==> src/verilog/hais_regs.svh <==
`ifndef HAIS_REGS_SVH
`define HAIS_REGS_SVH

// ****************************************
// register map (byte addresses)
// ****************************************
`define HAIS_ADDR_W        10
`define HAIS_OFF_CFG       10'h000
`define HAIS_OFF_LOOP      10'h004
`define HAIS_OFF_DATE      10'h008
`define HAIS_OFF_CONSTR    10'h00c
`define HAIS_OFF_SENSOR    10'h010
`define HAIS_OFF_SRANGE    10'h014
`define HAIS_OFF_FCTRL     10'h018
`define HAIS_OFF_FBYTE     10'h01c
`define HAIS_OFF_FSTAT     10'h020
`define HAIS_OFF_REJ       10'h024
`define HAIS_TEXT_PAGE     2'b01
`define HAIS_TEXT_WORDS    6'd56
`define HAIS_TAG_FIRST     6'd0
`define HAIS_DESC_FIRST    6'd8
`define HAIS_MSG_FIRST     6'd24

// ****************************************
// field limits and reset values
// ****************************************
`define HAIS_DAY_MIN       8'd1
`define HAIS_DAY_MAX       8'd31
`define HAIS_MON_MIN       8'd1
`define HAIS_MON_MAX       8'd12
`define HAIS_DAY_RST       8'd1
`define HAIS_MON_RST       8'd1
`define HAIS_YEAR_RST      8'd0
`define HAIS_CHAR_RST      8'h20
`define HAIS_FLG_TYPE_MAX  3'd6
`define HAIS_FLG_MAT_MAX   2'd2
`define HAIS_ORING_MAX     2'd3
`define HAIS_SFLUID_MAX    3'd4
`define HAIS_SDIAPH_MAX    2'd2
`define HAIS_LOOP_FLOOR    14'h0000

// ****************************************
// link-layer frame constants
// ****************************************
`define HAIS_SHORT_ABYTES  3'd1
`define HAIS_LONG_ABYTES   3'd5
`define HAIS_UNIV_MAX      8'd30
`define HAIS_COMMON_MIN    8'd32
`define HAIS_COMMON_MAX    8'd126
`define HAIS_SPEC_MIN      8'd128
`define HAIS_SPEC_MAX      8'd253

`endif

==> src/verilog/hais_pkg.sv <==
`default_nettype none
package hais_pkg;

	typedef struct packed {
		logic [9:0]  addr;
		logic [31:0] wdata;
		logic        wr;
		logic        rd;
	} hais_bus_type;

	typedef struct packed {
		logic [2:0]  fluid;
		logic [2:0]  diaphragm;
		logic [7:0]  sensorType;
		logic [15:0] range;
	} hais_sensor_type;

	typedef enum logic [2:0] {
		FRM_IDLE  = 3'b000,
		FRM_DELIM = 3'b001,
		FRM_ADDR  = 3'b010,
		FRM_CMD   = 3'b011,
		FRM_BCNT  = 3'b100,
		FRM_DATA  = 3'b101,
		FRM_CHK   = 3'b110
	} hais_frm_type;

	typedef enum logic [1:0] {
		CLS_NONE   = 2'b00,
		CLS_UNIV   = 2'b01,
		CLS_COMMON = 2'b10,
		CLS_SPEC   = 2'b11
	} hais_cls_type;

endpackage : hais_pkg
`default_nettype wire

==> src/verilog/hais_ident_store.sv <==
`timescale 1ns/1ps
`default_nettype none
`include "hais_regs.svh"
module hais_ident_store #(
	parameter int          CODE_W  = 14,
	parameter logic [37:0] UNIQ_ID = 38'h0012345678 // arbitrary value
) (
	input  wire logic                   sys_clk,    // 125 MHz clock
	input  wire logic                   resetn,     // async reset, low
	input  wire logic [9:0]             regAddr,    // byte address
	input  wire logic [31:0]            regWdata,   // write data
	input  wire logic                   regWr,      // write strobe
	input  wire logic                   regRd,      // read strobe
	output logic      [31:0]            regRdata,   // read data, cycle after strobe
	input  wire hais_pkg::hais_sensor_type sensorMem, // sensor memory items
	input  wire logic [CODE_W-1:0]      measCode,   // measurement span code
	input  wire logic [CODE_W-1:0]      cvCode,     // controlled-variable code
	output logic      [CODE_W-1:0]      loopCode,   // code to current dac
	output logic                        loopFixed,  // loop parked at floor
	output logic                        frameForUs  // pulse: good frame for this device
);
	import hais_pkg::*;

	// ****************************************
	// state
	// ****************************************
	typedef struct packed {
		logic [3:0]       pollAddr;
		logic             ctrlMode;
		logic [7:0]       day;
		logic [7:0]       month;
		logic [7:0]       year;
		logic [2:0]       flgType;
		logic [1:0]       flgMat;
		logic [1:0]       oring;
		logic             indicator;
		logic             sealSide;
		logic [2:0]       sealFluid;
		logic [1:0]       sealDiaph;
		hais_frm_type     frm;
		logic [7:0]       cnt;
		logic [7:0]       chk;
		logic             longAddr;
		logic [39:0]      addrSh;
		logic             firstAddr;
		logic             primary;
		logic             burst;
		logic [7:0]       cmd;
		hais_cls_type     cls;
		logic             done;
		logic             chkOk;
		logic             match;
		logic             hit;
		logic             rejected;
		logic [31:0]      rdata;
	} hais_state_type;

	hais_state_type q, d;
	hais_bus_type   bus;

	assign bus = '{addr: regAddr, wdata: regWdata, wr: regWr, rd: regRd};

	// ****************************************
	// decode helpers
	// ****************************************
	logic       textSel;
	logic [5:0] textIdx;
	logic [7:0] wByte;
	logic [7:0] chkNext;
	logic       textWr;
	logic [7:0] textMem [`HAIS_TEXT_WORDS];

	assign textSel = (bus.addr[9:8] == `HAIS_TEXT_PAGE) && (bus.addr[7:2] < `HAIS_TEXT_WORDS);
	assign textIdx = bus.addr[7:2];
	assign wByte   = bus.wdata[7:0];
	assign chkNext = q.chk ^ wByte;
	assign textWr  = bus.wr && textSel;

	function automatic hais_cls_type classify(input logic [7:0] c);
		hais_cls_type r;
		r = CLS_NONE;
		if (c <= `HAIS_UNIV_MAX)
			r = CLS_UNIV;
		else if (c >= `HAIS_COMMON_MIN && c <= `HAIS_COMMON_MAX)
			r = CLS_COMMON;
		else if (c >= `HAIS_SPEC_MIN && c <= `HAIS_SPEC_MAX)
			r = CLS_SPEC;
		return r;
	endfunction : classify

	// ****************************************
	// next state
	// ****************************************
	always_comb begin
		logic [31:0] rv;
		logic        matchNow;
		rv       = '0;
		matchNow = 1'b0;
		d        = q;
		d.hit    = 1'b0;
		d.rdata  = '0;

		// short address: low four bits; long address: 38 bits of unique id
		if (q.longAddr)
			matchNow = (q.addrSh[37:0] == UNIQ_ID);
		else
			matchNow = (q.addrSh[3:0] == q.pollAddr);

		if (bus.wr) begin
			if (textSel) begin
				// text bytes go to the entry flops below
			end else begin
				unique case (bus.addr)
					`HAIS_OFF_CFG: begin
						d.pollAddr = bus.wdata[3:0];
						d.ctrlMode = bus.wdata[4];
					end
					`HAIS_OFF_DATE: begin
						// out-of-range day or month keeps the old byte
						if (bus.wdata[7:0] >= `HAIS_DAY_MIN && bus.wdata[7:0] <= `HAIS_DAY_MAX)
							d.day = bus.wdata[7:0];
						if (bus.wdata[15:8] >= `HAIS_MON_MIN && bus.wdata[15:8] <= `HAIS_MON_MAX)
							d.month = bus.wdata[15:8];
						d.year = bus.wdata[23:16];
					end
					`HAIS_OFF_CONSTR: begin
						// coded fields only take a listed code; indicator and seal side bits take any value
						if (bus.wdata[2:0] <= `HAIS_FLG_TYPE_MAX)
							d.flgType = bus.wdata[2:0];
						if (bus.wdata[5:4] <= `HAIS_FLG_MAT_MAX)
							d.flgMat = bus.wdata[5:4];
						if (bus.wdata[7:6] <= `HAIS_ORING_MAX)
							d.oring = bus.wdata[7:6];
						d.indicator = bus.wdata[8];
						d.sealSide  = bus.wdata[9];
						if (bus.wdata[14:12] <= `HAIS_SFLUID_MAX)
							d.sealFluid = bus.wdata[14:12];
						if (bus.wdata[17:16] <= `HAIS_SDIAPH_MAX)
							d.sealDiaph = bus.wdata[17:16];
					end
					`HAIS_OFF_SENSOR, `HAIS_OFF_SRANGE: begin
						d.rejected = 1'b1;
					end
					`HAIS_OFF_REJ: begin
						if (bus.wdata[0])
							d.rejected = 1'b0;
					end
					`HAIS_OFF_FCTRL: begin
						if (bus.wdata[0]) begin
							d.frm = FRM_DELIM;
							d.chk = '0;
						end else begin
							d.frm = FRM_IDLE;
						end
					end
					`HAIS_OFF_FSTAT: begin
						if (bus.wdata[0])
							d.done = 1'b0;
					end
					`HAIS_OFF_FBYTE: begin
						d.chk = chkNext;
						unique case (q.frm)
							FRM_IDLE: begin
								d.chk = q.chk;
							end
							FRM_DELIM: begin
								d.longAddr  = wByte[7];
								d.cnt       = {5'b0, wByte[7] ? `HAIS_LONG_ABYTES : `HAIS_SHORT_ABYTES};
								d.addrSh    = '0;
								d.firstAddr = 1'b1;
								d.frm       = FRM_ADDR;
							end
							FRM_ADDR: begin
								// first address byte: master bit and burst bit
								if (q.firstAddr) begin
									d.primary = wByte[7];
									d.burst   = wByte[6];
									d.addrSh  = {32'b0, 2'b00, wByte[5:0]};
								end else begin
									d.addrSh = {q.addrSh[31:0], wByte};
								end
								d.firstAddr = 1'b0;
								d.cnt       = q.cnt - 8'd1;
								if (q.cnt == 8'd1)
									d.frm = FRM_CMD;
							end
							FRM_CMD: begin
								d.cmd = wByte;
								d.cls = classify(wByte);
								d.frm = FRM_BCNT;
							end
							FRM_BCNT: begin
								d.cnt = wByte;
								d.frm = (wByte == 8'd0) ? FRM_CHK : FRM_DATA;
							end
							FRM_DATA: begin
								d.cnt = q.cnt - 8'd1;
								if (q.cnt == 8'd1)
									d.frm = FRM_CHK;
							end
							FRM_CHK: begin
								// xor over every byte, checksum included, must be zero
								d.chkOk = (chkNext == 8'h00);
								d.match = matchNow;
								d.done  = 1'b1;
								d.hit   = (chkNext == 8'h00) && matchNow;
								d.frm   = FRM_IDLE;
							end
							default: begin
								d.frm = FRM_IDLE;
							end
						endcase
					end
					default: begin
					end
				endcase
			end
		end

		if (bus.rd) begin
			if (textSel) begin
				rv = {24'b0, textMem[textIdx]};
			end else begin
				unique case (bus.addr)
					`HAIS_OFF_CFG:    rv = {27'b0, q.ctrlMode, q.pollAddr};
					`HAIS_OFF_LOOP:   rv = {17'b0, loopFixed, loopCode};
					`HAIS_OFF_DATE:   rv = {8'b0, q.year, q.month, q.day};
					`HAIS_OFF_CONSTR: rv = {14'b0, q.sealDiaph, 1'b0, q.sealFluid, 2'b0, q.sealSide,
						q.indicator, q.oring, q.flgMat, 1'b0, q.flgType};
					`HAIS_OFF_SENSOR: rv = {16'b0, sensorMem.sensorType, 1'b0, sensorMem.diaphragm,
						1'b0, sensorMem.fluid};
					`HAIS_OFF_SRANGE: rv = {16'b0, sensorMem.range};
					`HAIS_OFF_REJ:    rv = {31'b0, q.rejected};
					`HAIS_OFF_FCTRL:  rv = {29'b0, q.frm};
					`HAIS_OFF_FSTAT:  rv = {16'b0, q.cmd, q.cls, q.burst, q.primary,
						q.match, q.chkOk, q.longAddr, q.done};
					default:          rv = '0;
				endcase
			end
			d.rdata = rv;
		end
	end

	// ****************************************
	// registers
	// ****************************************
	always_ff @(posedge sys_clk or negedge resetn) begin
		if (!resetn) begin
			q          <= '0;
			q.day      <= `HAIS_DAY_RST;
			q.month    <= `HAIS_MON_RST;
			q.year     <= `HAIS_YEAR_RST;
			q.frm      <= FRM_IDLE;
			q.cls      <= CLS_NONE;
		end else begin
			q <= d;
		end
	end

	assign regRdata   = q.rdata;
	assign frameForUs = q.hit;

	// ****************************************
	// text records: tag, descriptor, message
	// ****************************************
	// one byte of flops per entry keeps the text out of the wide state copy
	generate
		for (genvar i = 0; i < `HAIS_TEXT_WORDS; i++) begin : g_text
			always_ff @(posedge sys_clk or negedge resetn) begin
				if (!resetn) begin
					textMem[i] <= `HAIS_CHAR_RST;
				end else if (textWr && textIdx == 6'(i)) begin
					textMem[i] <= wByte;
				end
			end
		end
	endgenerate

	// ****************************************
	// loop current selection
	// ****************************************
	// kept in its own module: only address, mode and the two codes feed it
	hais_loop_sel #(
		.CODE_W (CODE_W)
	) u_loop (
		.sys_clk   (sys_clk),
		.resetn    (resetn),
		.pollAddr  (q.pollAddr),
		.ctrlMode  (q.ctrlMode),
		.measCode  (measCode),
		.cvCode    (cvCode),
		.loopCode  (loopCode),
		.loopFixed (loopFixed)
	);
endmodule : hais_ident_store
`default_nettype wire

==> src/verilog/hais_loop_sel.sv <==
`timescale 1ns/1ps
`default_nettype none
`include "hais_regs.svh"
module hais_loop_sel #(
	parameter int CODE_W = 14
) (
	input  wire logic              sys_clk,    // system clock
	input  wire logic              resetn,     // async reset, low
	input  wire logic [3:0]        pollAddr,   // polling address
	input  wire logic              ctrlMode,   // 1 = controller mode
	input  wire logic [CODE_W-1:0] measCode,   // measurement span code
	input  wire logic [CODE_W-1:0] cvCode,     // controlled-variable code
	output logic      [CODE_W-1:0] loopCode,   // code to current dac
	output logic                   loopFixed   // current parked at floor
);
	import hais_pkg::*;

	typedef struct packed {
		logic [CODE_W-1:0] code;
		logic              fixed;
	} hais_loop_type;

	hais_loop_type q, d;

	// frame traffic never reaches this path; of host access only a config write can bump the loop
	always_comb begin
		d = q;
		if (ctrlMode) begin
			d.code  = cvCode;
			d.fixed = 1'b0;
		end else if (pollAddr == 4'h0) begin
			d.code  = measCode;
			d.fixed = 1'b0;
		end else begin
			d.code  = CODE_W'(`HAIS_LOOP_FLOOR);
			d.fixed = 1'b1;
		end
	end

	always_ff @(posedge sys_clk or negedge resetn) begin
		if (!resetn) begin
			q <= '0;
		end else begin
			q <= d;
		end
	end

	assign loopCode  = q.code;
	assign loopFixed = q.fixed;
endmodule : hais_loop_sel
`default_nettype wire

==> config.mk <==
export PLATFORM = sky130hd
export DESIGN_NAME = hais_ident_store
export DESIGN_NICKNAME = d
export VERILOG_FILES = /design/src/verilog/hais_pkg.sv /design/src/verilog/hais_ident_store.sv /design/src/verilog/hais_loop_sel.sv
export VERILOG_INCLUDE_DIRS = /design/src /design/src/verilog
export SDC_FILE = /design/constraint.sdc
export NUM_CORES = 1
export LEC_CHECK = 0
export BUFFER_PORTS_ARGS = -buffer_cell sky130_fd_sc_hd__buf_2
export CAP_MARGIN = 20
export CORE_MARGIN = 5
export CORE_UTILIZATION = 45
export CTS_CLUSTER_DIAMETER = 80
export DETAILED_ROUTE_END_ITERATION = 8
export MAX_ROUTING_LAYER = met4
export PLACE_DENSITY = 0.67
export SYNTH_ARGS = -nofsm -noshare
export SYNTH_HDL_FRONTEND = slang
export SYNTH_SLANG_ARGS = --single-unit
==> constraint.sdc <==
create_clock -name sys_clk -period 6.4 [get_ports sys_clk]
set_input_delay 0.32 -clock sys_clk [delete_from_list [all_inputs] [get_ports sys_clk]]
set_output_delay 0.32 -clock sys_clk [all_outputs]
set_load 0.02 [all_outputs]
==> Word-level counts from Yosys, hierarchy flattened <==
Cells that the tools add are included.
{ "totals": {"regBits": 614, "in_bits": 104, "out_inout_bits": 48, "word_cells": 315} }
{ "classes": {"n_addsub": 1, "magnitude_cmp": 16, "eq_ne": 81, "muxes": 32, "bitwise_logic": 3, "reduce_logical": 96} }
{ "ops": {"columns": ["op", "count"], "rows": [
  ["24-bit one-hot mux with 9 select lines", 1],
  ["6-bit == test (second input constant)", 24],
  ["6-bit by 5-bit == test with 1-bit output (second input constant)", 16],
  ["39-bit one-hot mux with 2 select lines", 1],
  ["1-bit logical AND", 63],
  ["4-bit AND reduction", 13],
  ["8-bit binary-select mux with 6-bit select", 1],
  ["6-bit by 4-bit == test with 1-bit output (second input constant)", 8],
  ["24-bit 2-to-1 mux", 2],
  ["10-bit by 5-bit == test with 1-bit output (second input constant)", 4],
  ["38-bit by 29-bit == test with 1-bit output (second input constant)", 1],
  ["38-bit 2-to-1 mux", 1],
  ["8-bit 2-to-1 mux", 4],
  ["15-bit 2-to-1 mux", 2],
  ["6-bit by 3-bit == test with 1-bit output (second input constant)", 4],
  ["8-bit one-hot mux with 3 select lines", 1],
  ["10-bit by 4-bit == test with 1-bit output (second input constant)", 2],
  ["10-bit by 6-bit == test with 1-bit output (second input constant)", 2],
  ["3-bit one-hot mux with 6 select lines", 1],
  ["8-bit by 1-bit greater-or-equal comparator with 1-bit output (second input constant)", 2],
  ["8-bit by 5-bit <= comparator with 1-bit output (second input constant)", 2],
  ["8-bit logical NOT", 2],
  ["8-bit one-hot mux with 2 select lines", 1],
  ["5-bit AND reduction", 3],
  ["40 further kinds", 68]
]} }

==> Depth between registers and ports, before layout <==
{ "depth": {"word_depth": 7, "mapped_depth": 10, "depth_no_buf": 6} }

==> Cells and area by module <==
From an unflattened synthesis, not the netlist that was laid out.
{ "hier_totals": {"cells_unflattened": 2204, "area_unflattened_um2": 28934.0} }
{ "by_module_without_submodules": {"columns": ["mod", "n_inst", "cells_each", "area_per_inst_um2", "seq_area_each_um2"], "rows": [
  ["hais_ident_store", 1, 2141, 28270.9, 14861.8],
  ["hais_loop_sel", 1, 63, 663.1, 375.4]
]} }

==> Worst setup path before layout <==
OpenSTA, ideal clock, no wires.
{ "synth_timing": {"kind": "input to register", "startpoint": "input regAddr[6]", "endpoint": "register textMem[424] (netlist name)", "setup_time_ns": 0.125, "arrival_time_ns": 2.190, "required_ns": 6.275, "path_slack_ns": 4.086, "cell_stages": 7, "n_path_buf": 3, "path_cell_list": "or3b_1 clkbuf_1 or3_1 buf_6 buf_8 nor4_4 mux2_2"} }
{ "synth_between": {"elab_chain_cells": 4, "word_cells_on_any_way": 5, "classes_between": "order compare: 1; eq/ne: 1; reduce/logical: 3"} }
{ "synth_lines": {"columns": ["item", "line", "text"], "rows": [
  ["start: declaration", "hais_ident_store.sv:10", "input wire logic [9:0] regAddr,"],
  ["6-bit < comparator (no line)", null, null],
  ["1-bit logical AND", "hais_ident_store.sv:73", "assign textSel = (bus.addr[9:8] == `HAIS_TEXT_PAGE) && (bus.addr[7:2] < `HAIS_TEXT_WORDS);"],
  ["1-bit logical AND", "hais_ident_store.sv:77", "assign textWr = bus.wr && textSel;"],
  ["1-bit logical AND (*)", "hais_ident_store.sv:272", "end else if (textWr && textIdx == 6'(i)) begin"],
  ["end signal: indexed assignment", "hais_ident_store.sv:271", "textMem[i] <= `HAIS_CHAR_RST;"],
  ["end signal: indexed assignment", "hais_ident_store.sv:273", "textMem[i] <= wByte;"],
  ["end: declaration", "hais_ident_store.sv:71", "logic [7:0] textMem [`HAIS_TEXT_WORDS];"]
]} }
Mark *: on every way between the ends. The rest lies on a longest branch, timed or not.
A chain may end at the register's enable or synchronous reset.

==> Final worst setup path <==
{ "layout_timing": {"startpoint": "input regAddr[7]", "endpoint": "register q[133] (netlist name)"} }
{ "layout_between": {"elab_chain_cells": 4, "word_cells_on_any_way": 5, "classes_between": "order compare: 1; eq/ne: 1; bitwise: 1; reduce/logical: 2"} }
{ "layout_lines": {"columns": ["item", "line", "text"], "rows": [
  ["6-bit < comparator (no line)", null, null],
  ["1-bit logical AND", "hais_ident_store.sv:73", null],
  ["1-bit NOT (no line)", null, null],
  ["4-bit AND reduction (no line) (*)", null, null],
  ["end: declaration", "hais_ident_store.sv:58", "hais_state_type q, d;"]
]} }
Marked as above.

==> results.yml <==
outcome:
  status: "finished, final reports clean"
setup_path:
  cp.required_ns: 6.88
  worstSetupPathType: "in -> reg"
  crit_chain: "buf_2 -> or4_1 -> nor3_2 -> and2_1 -> and4_1 -> mux2_2"
  worstPathMaxFanout: 20
  crit_path_max_incr_delay_ns: 0.91
  critPathCaptureType: "flop"
  r2r_slack_ns: 3.94
  worstPathArrival_ns: 3.88
  critical_path.slowest_cell: "or4_1"
  startpoint_type: "input port"
sta:
  slew-limit-headroom_pct: 25.4
  finalSetupTns_ns: 0
  finalSetupViolations: 0
  worst_slack_ns: 3.00
  period_minus_slack_ns: 3.40
  tightest_slew_ns: 1.11
  slew_violations: 0
  finalHoldViolations: 0
  period_share_pct: 53.1
  fin_skew_ns: 0.0181
  fmax_mhz: 294
  rsz0062_at_grt: "no"
global_route:
  antenna_found_initial: 6
  grt_max_degree: 164
  grt_pass1_wl_mm: 120
  grt-ovfl-total: 0
  grt_pass1_vias: 19400
  grt_usage_pct: 22.7
place:
  place_congestion: 0.897
  dp_hpwl_mm: 49.6
  dp.cells: 2959
  portBuffers: 135
  dp_slack_ns: 2.48
yosys:
  synth.ff_latch_count: 606
  synthCells: 2126
  synth_top_family_by_area: "multiplexers"
  synth_ff_type: "dfrtp_1"
  synth_cell_types: 83
  synth_edf_count: 0
  avgSynthCellArea_um2: 13.5
  yosysWarnings: 0
  yosys.area_share.simple_pct: 7.92
  synth-compound-area-share_pct: 6.46
  synth_xor_area_share_pct: 0.367
  syn_area_um2: 28700
  synthAdderAreaFrac_pct: 0.131
  synth.area.mux_share_pct: 28.5
  ys_async_sr_fraction_pct: 100
  yosysSeqAreaShare_pct: 53.2
hold_path:
  hold_class: "in -> reg"
route:
  drt_pre_antenna_iters: 6
  drt_iter0_markers: 1889
  routedWlPerCell_um: 24.5
  wirelength_mm: 76.7
  drc: 0
  vias: 18700
  route.antenna.remaining_nets: 0
  drt-vias-per-instance: 5.98
floorplan:
  core_area_um2: 63100
  ioPinCount: 152
  dieHeight_um: 262
  die_w_um: 262
  die_area_um2: 68800
  start_util_pct: 45.4
  rows: 92
clock_network:
  clk_pin_slew_worst_paths_ns: 0.06
  cts_buffers: 66
  clk_latency_ns: 0.59
  cts.repair.resized: 0
  root_buffer: "clkbuf_16"
  clk_path_buf_depth: 3
  h-tree-depth: 3
  cts_num_sinks: 606
  cts_tree: "built"
final_layout:
  layout_commonest_cell: "dfrtp_1"
  drive_above_1_share_pct: 41.8
  syn_to_final_growth_pct: 13.3
  layout.nets: 2330
  stdcell_count: 3127
  layout_common_cells: "dfrtp_1, mux2_2, nand2_1"
pwr:
  p_leak_nw: 15.0
  p_total_mw: 8.58
  ir_drop_mv: 0.163
  powerDensity_nw_per_um2: 264
flow_run:
  drv_cap: 0
logic make-up (layout without fill, tap and decap cells):
kind of cell	Yosys count	in the layout
muxes	623	623
DFF	606	606
and+or+nand+nor	405	405
AOI/OAI and AO/OA	273	273
buffers and inverters	203	345
xor gates and xnor gates	12	12
adders and majority gates	3	3
other	1	14
per-stage QoR:
step	instance area [µm²]	utilization, %	hold slack (ns)
after floorplan	28700	-	0.0244
after global placement	29800	47.3	0.302
after detailed placement	29800	47.3	0.304
after CTS	32400	51.4	0.00244
after global routing	32500	51.5	0.0188
final	32500	51.5	0.0325
registers in the layout, indices dropped and copies added (netlist names):
| register | flops |
|---|---|
| u_loop.loopFixed | 1 |
| textMem | 448 |
| frameForUs | 1 |
| u_loop.loopCode | 14 |
| q | 118 |
| regRdata | 24 |
cell usage after synthesis, types with 3 or more instances:
cell type / number / area [µm²]
nor3_4: 8 / 130
a32o_1: 3 / 30.0
buf_4: 42 / 315
mux2_1: 4 / 45.0
nand3_1: 45 / 225
dfrtp_1: 548 / 13700
o311ai_0: 3 / 26.3
mux4_2: 105 / 2360
xor2_1: 9 / 78.8
ha_1: 3 / 37.5
o21ai_1: 5 / 25.0
and3_1: 8 / 50.1
and4_1: 3 / 26.3
mux2i_1: 28 / 280
nand2b_1: 12 / 75.1
and2_1: 13 / 81.3
nor2_1: 54 / 203
nor3_1: 13 / 65.1
inv_1: 10 / 37.5
a21oi_1: 33 / 165
a2bb2oi_1: 3 / 26.3
clkbuf_1: 103 / 387
or4_1: 7 / 52.6
dfstp_2: 58 / 1520
buf_2: 38 / 190
nor4b_1: 7 / 61.3
nor2b_1: 22 / 138
a221oi_1: 6 / 52.6
mux2_2: 486 / 5470
o221ai_1: 6 / 52.6
a22o_1: 22 / 193
a31oi_1: 15 / 93.8
nor3_2: 3 / 30.0
xnor2_1: 3 / 26.3
nand4_1: 14 / 87.6
nor3b_1: 3 / 22.5
o22a_1: 4 / 35.0
nor4_4: 9 / 191
o21ai_0: 89 / 445
a211oi_1: 8 / 60.1
a22oi_1: 48 / 360
buf_1: 6 / 22.5
nand2_1: 149 / 559
nand3b_1: 5 / 37.5
nor4_1: 12 / 75.1
where the power goes:
group,internal [mW],switching [mW]
logic,0.267,0.387
registers,3.98,0.0721
clock network,2.34,1.53
critical path: cells and delay by family:
kind | cells | cell delay [ns]
muxes | 1 | 0.38
buffers and inverters | 1 | 0.22
and+or+nand+nor | 4 | 2.93
timing repair:
item / in CTS / in global routing
endpoints found under the setup margin: 0 / 0
endpoints found under the hold margin: 84 / 0
setup buffers: 0 / 0
hold buffers: 41 / 0
per-layer routing:
layer	global-route usage, %	wire length (µm)	vias to the layer above
li1	-	-	8060
met1	31.9	33600	9845
met2	34.4	35800	669
met3	4.80	5520	129
met4	5.43	1730	0
met5	-	0	-
cell type report:
| type | count | area [µm²] |
|---|---|---|
| Clock inverter | 16 | 225 |
| Sequential cell | 606 | 15200 |
| Tap cell | 846 | 1060 |
| Inverter | 11 | 41.3 |
| Clock buffer | 104 | 1990 |
| Timing Repair Buffer | 214 | 1450 |
| Multi-Input combinational cell | 1324 | 12500 |
| Fill cell | 5296 | 30600 |
| Antenna cell | 6 | 15.0 |
path summary, 6_finish.rpt:
path / cells after the start / startpoint / end
max: 6 / regAddr[7] / q[133]
min: 2 / regWdata[9] / q[133]
max reg2reg: 6 / q[109] / q[108]
min reg2reg: 2 / textMem[32] / textMem[32]
max in group asynchronous: 3 / resetn / textMem[344]
min in group asynchronous: 2 / resetn / q[82]
No activity file was read; power rests on OpenSTA's default activity.
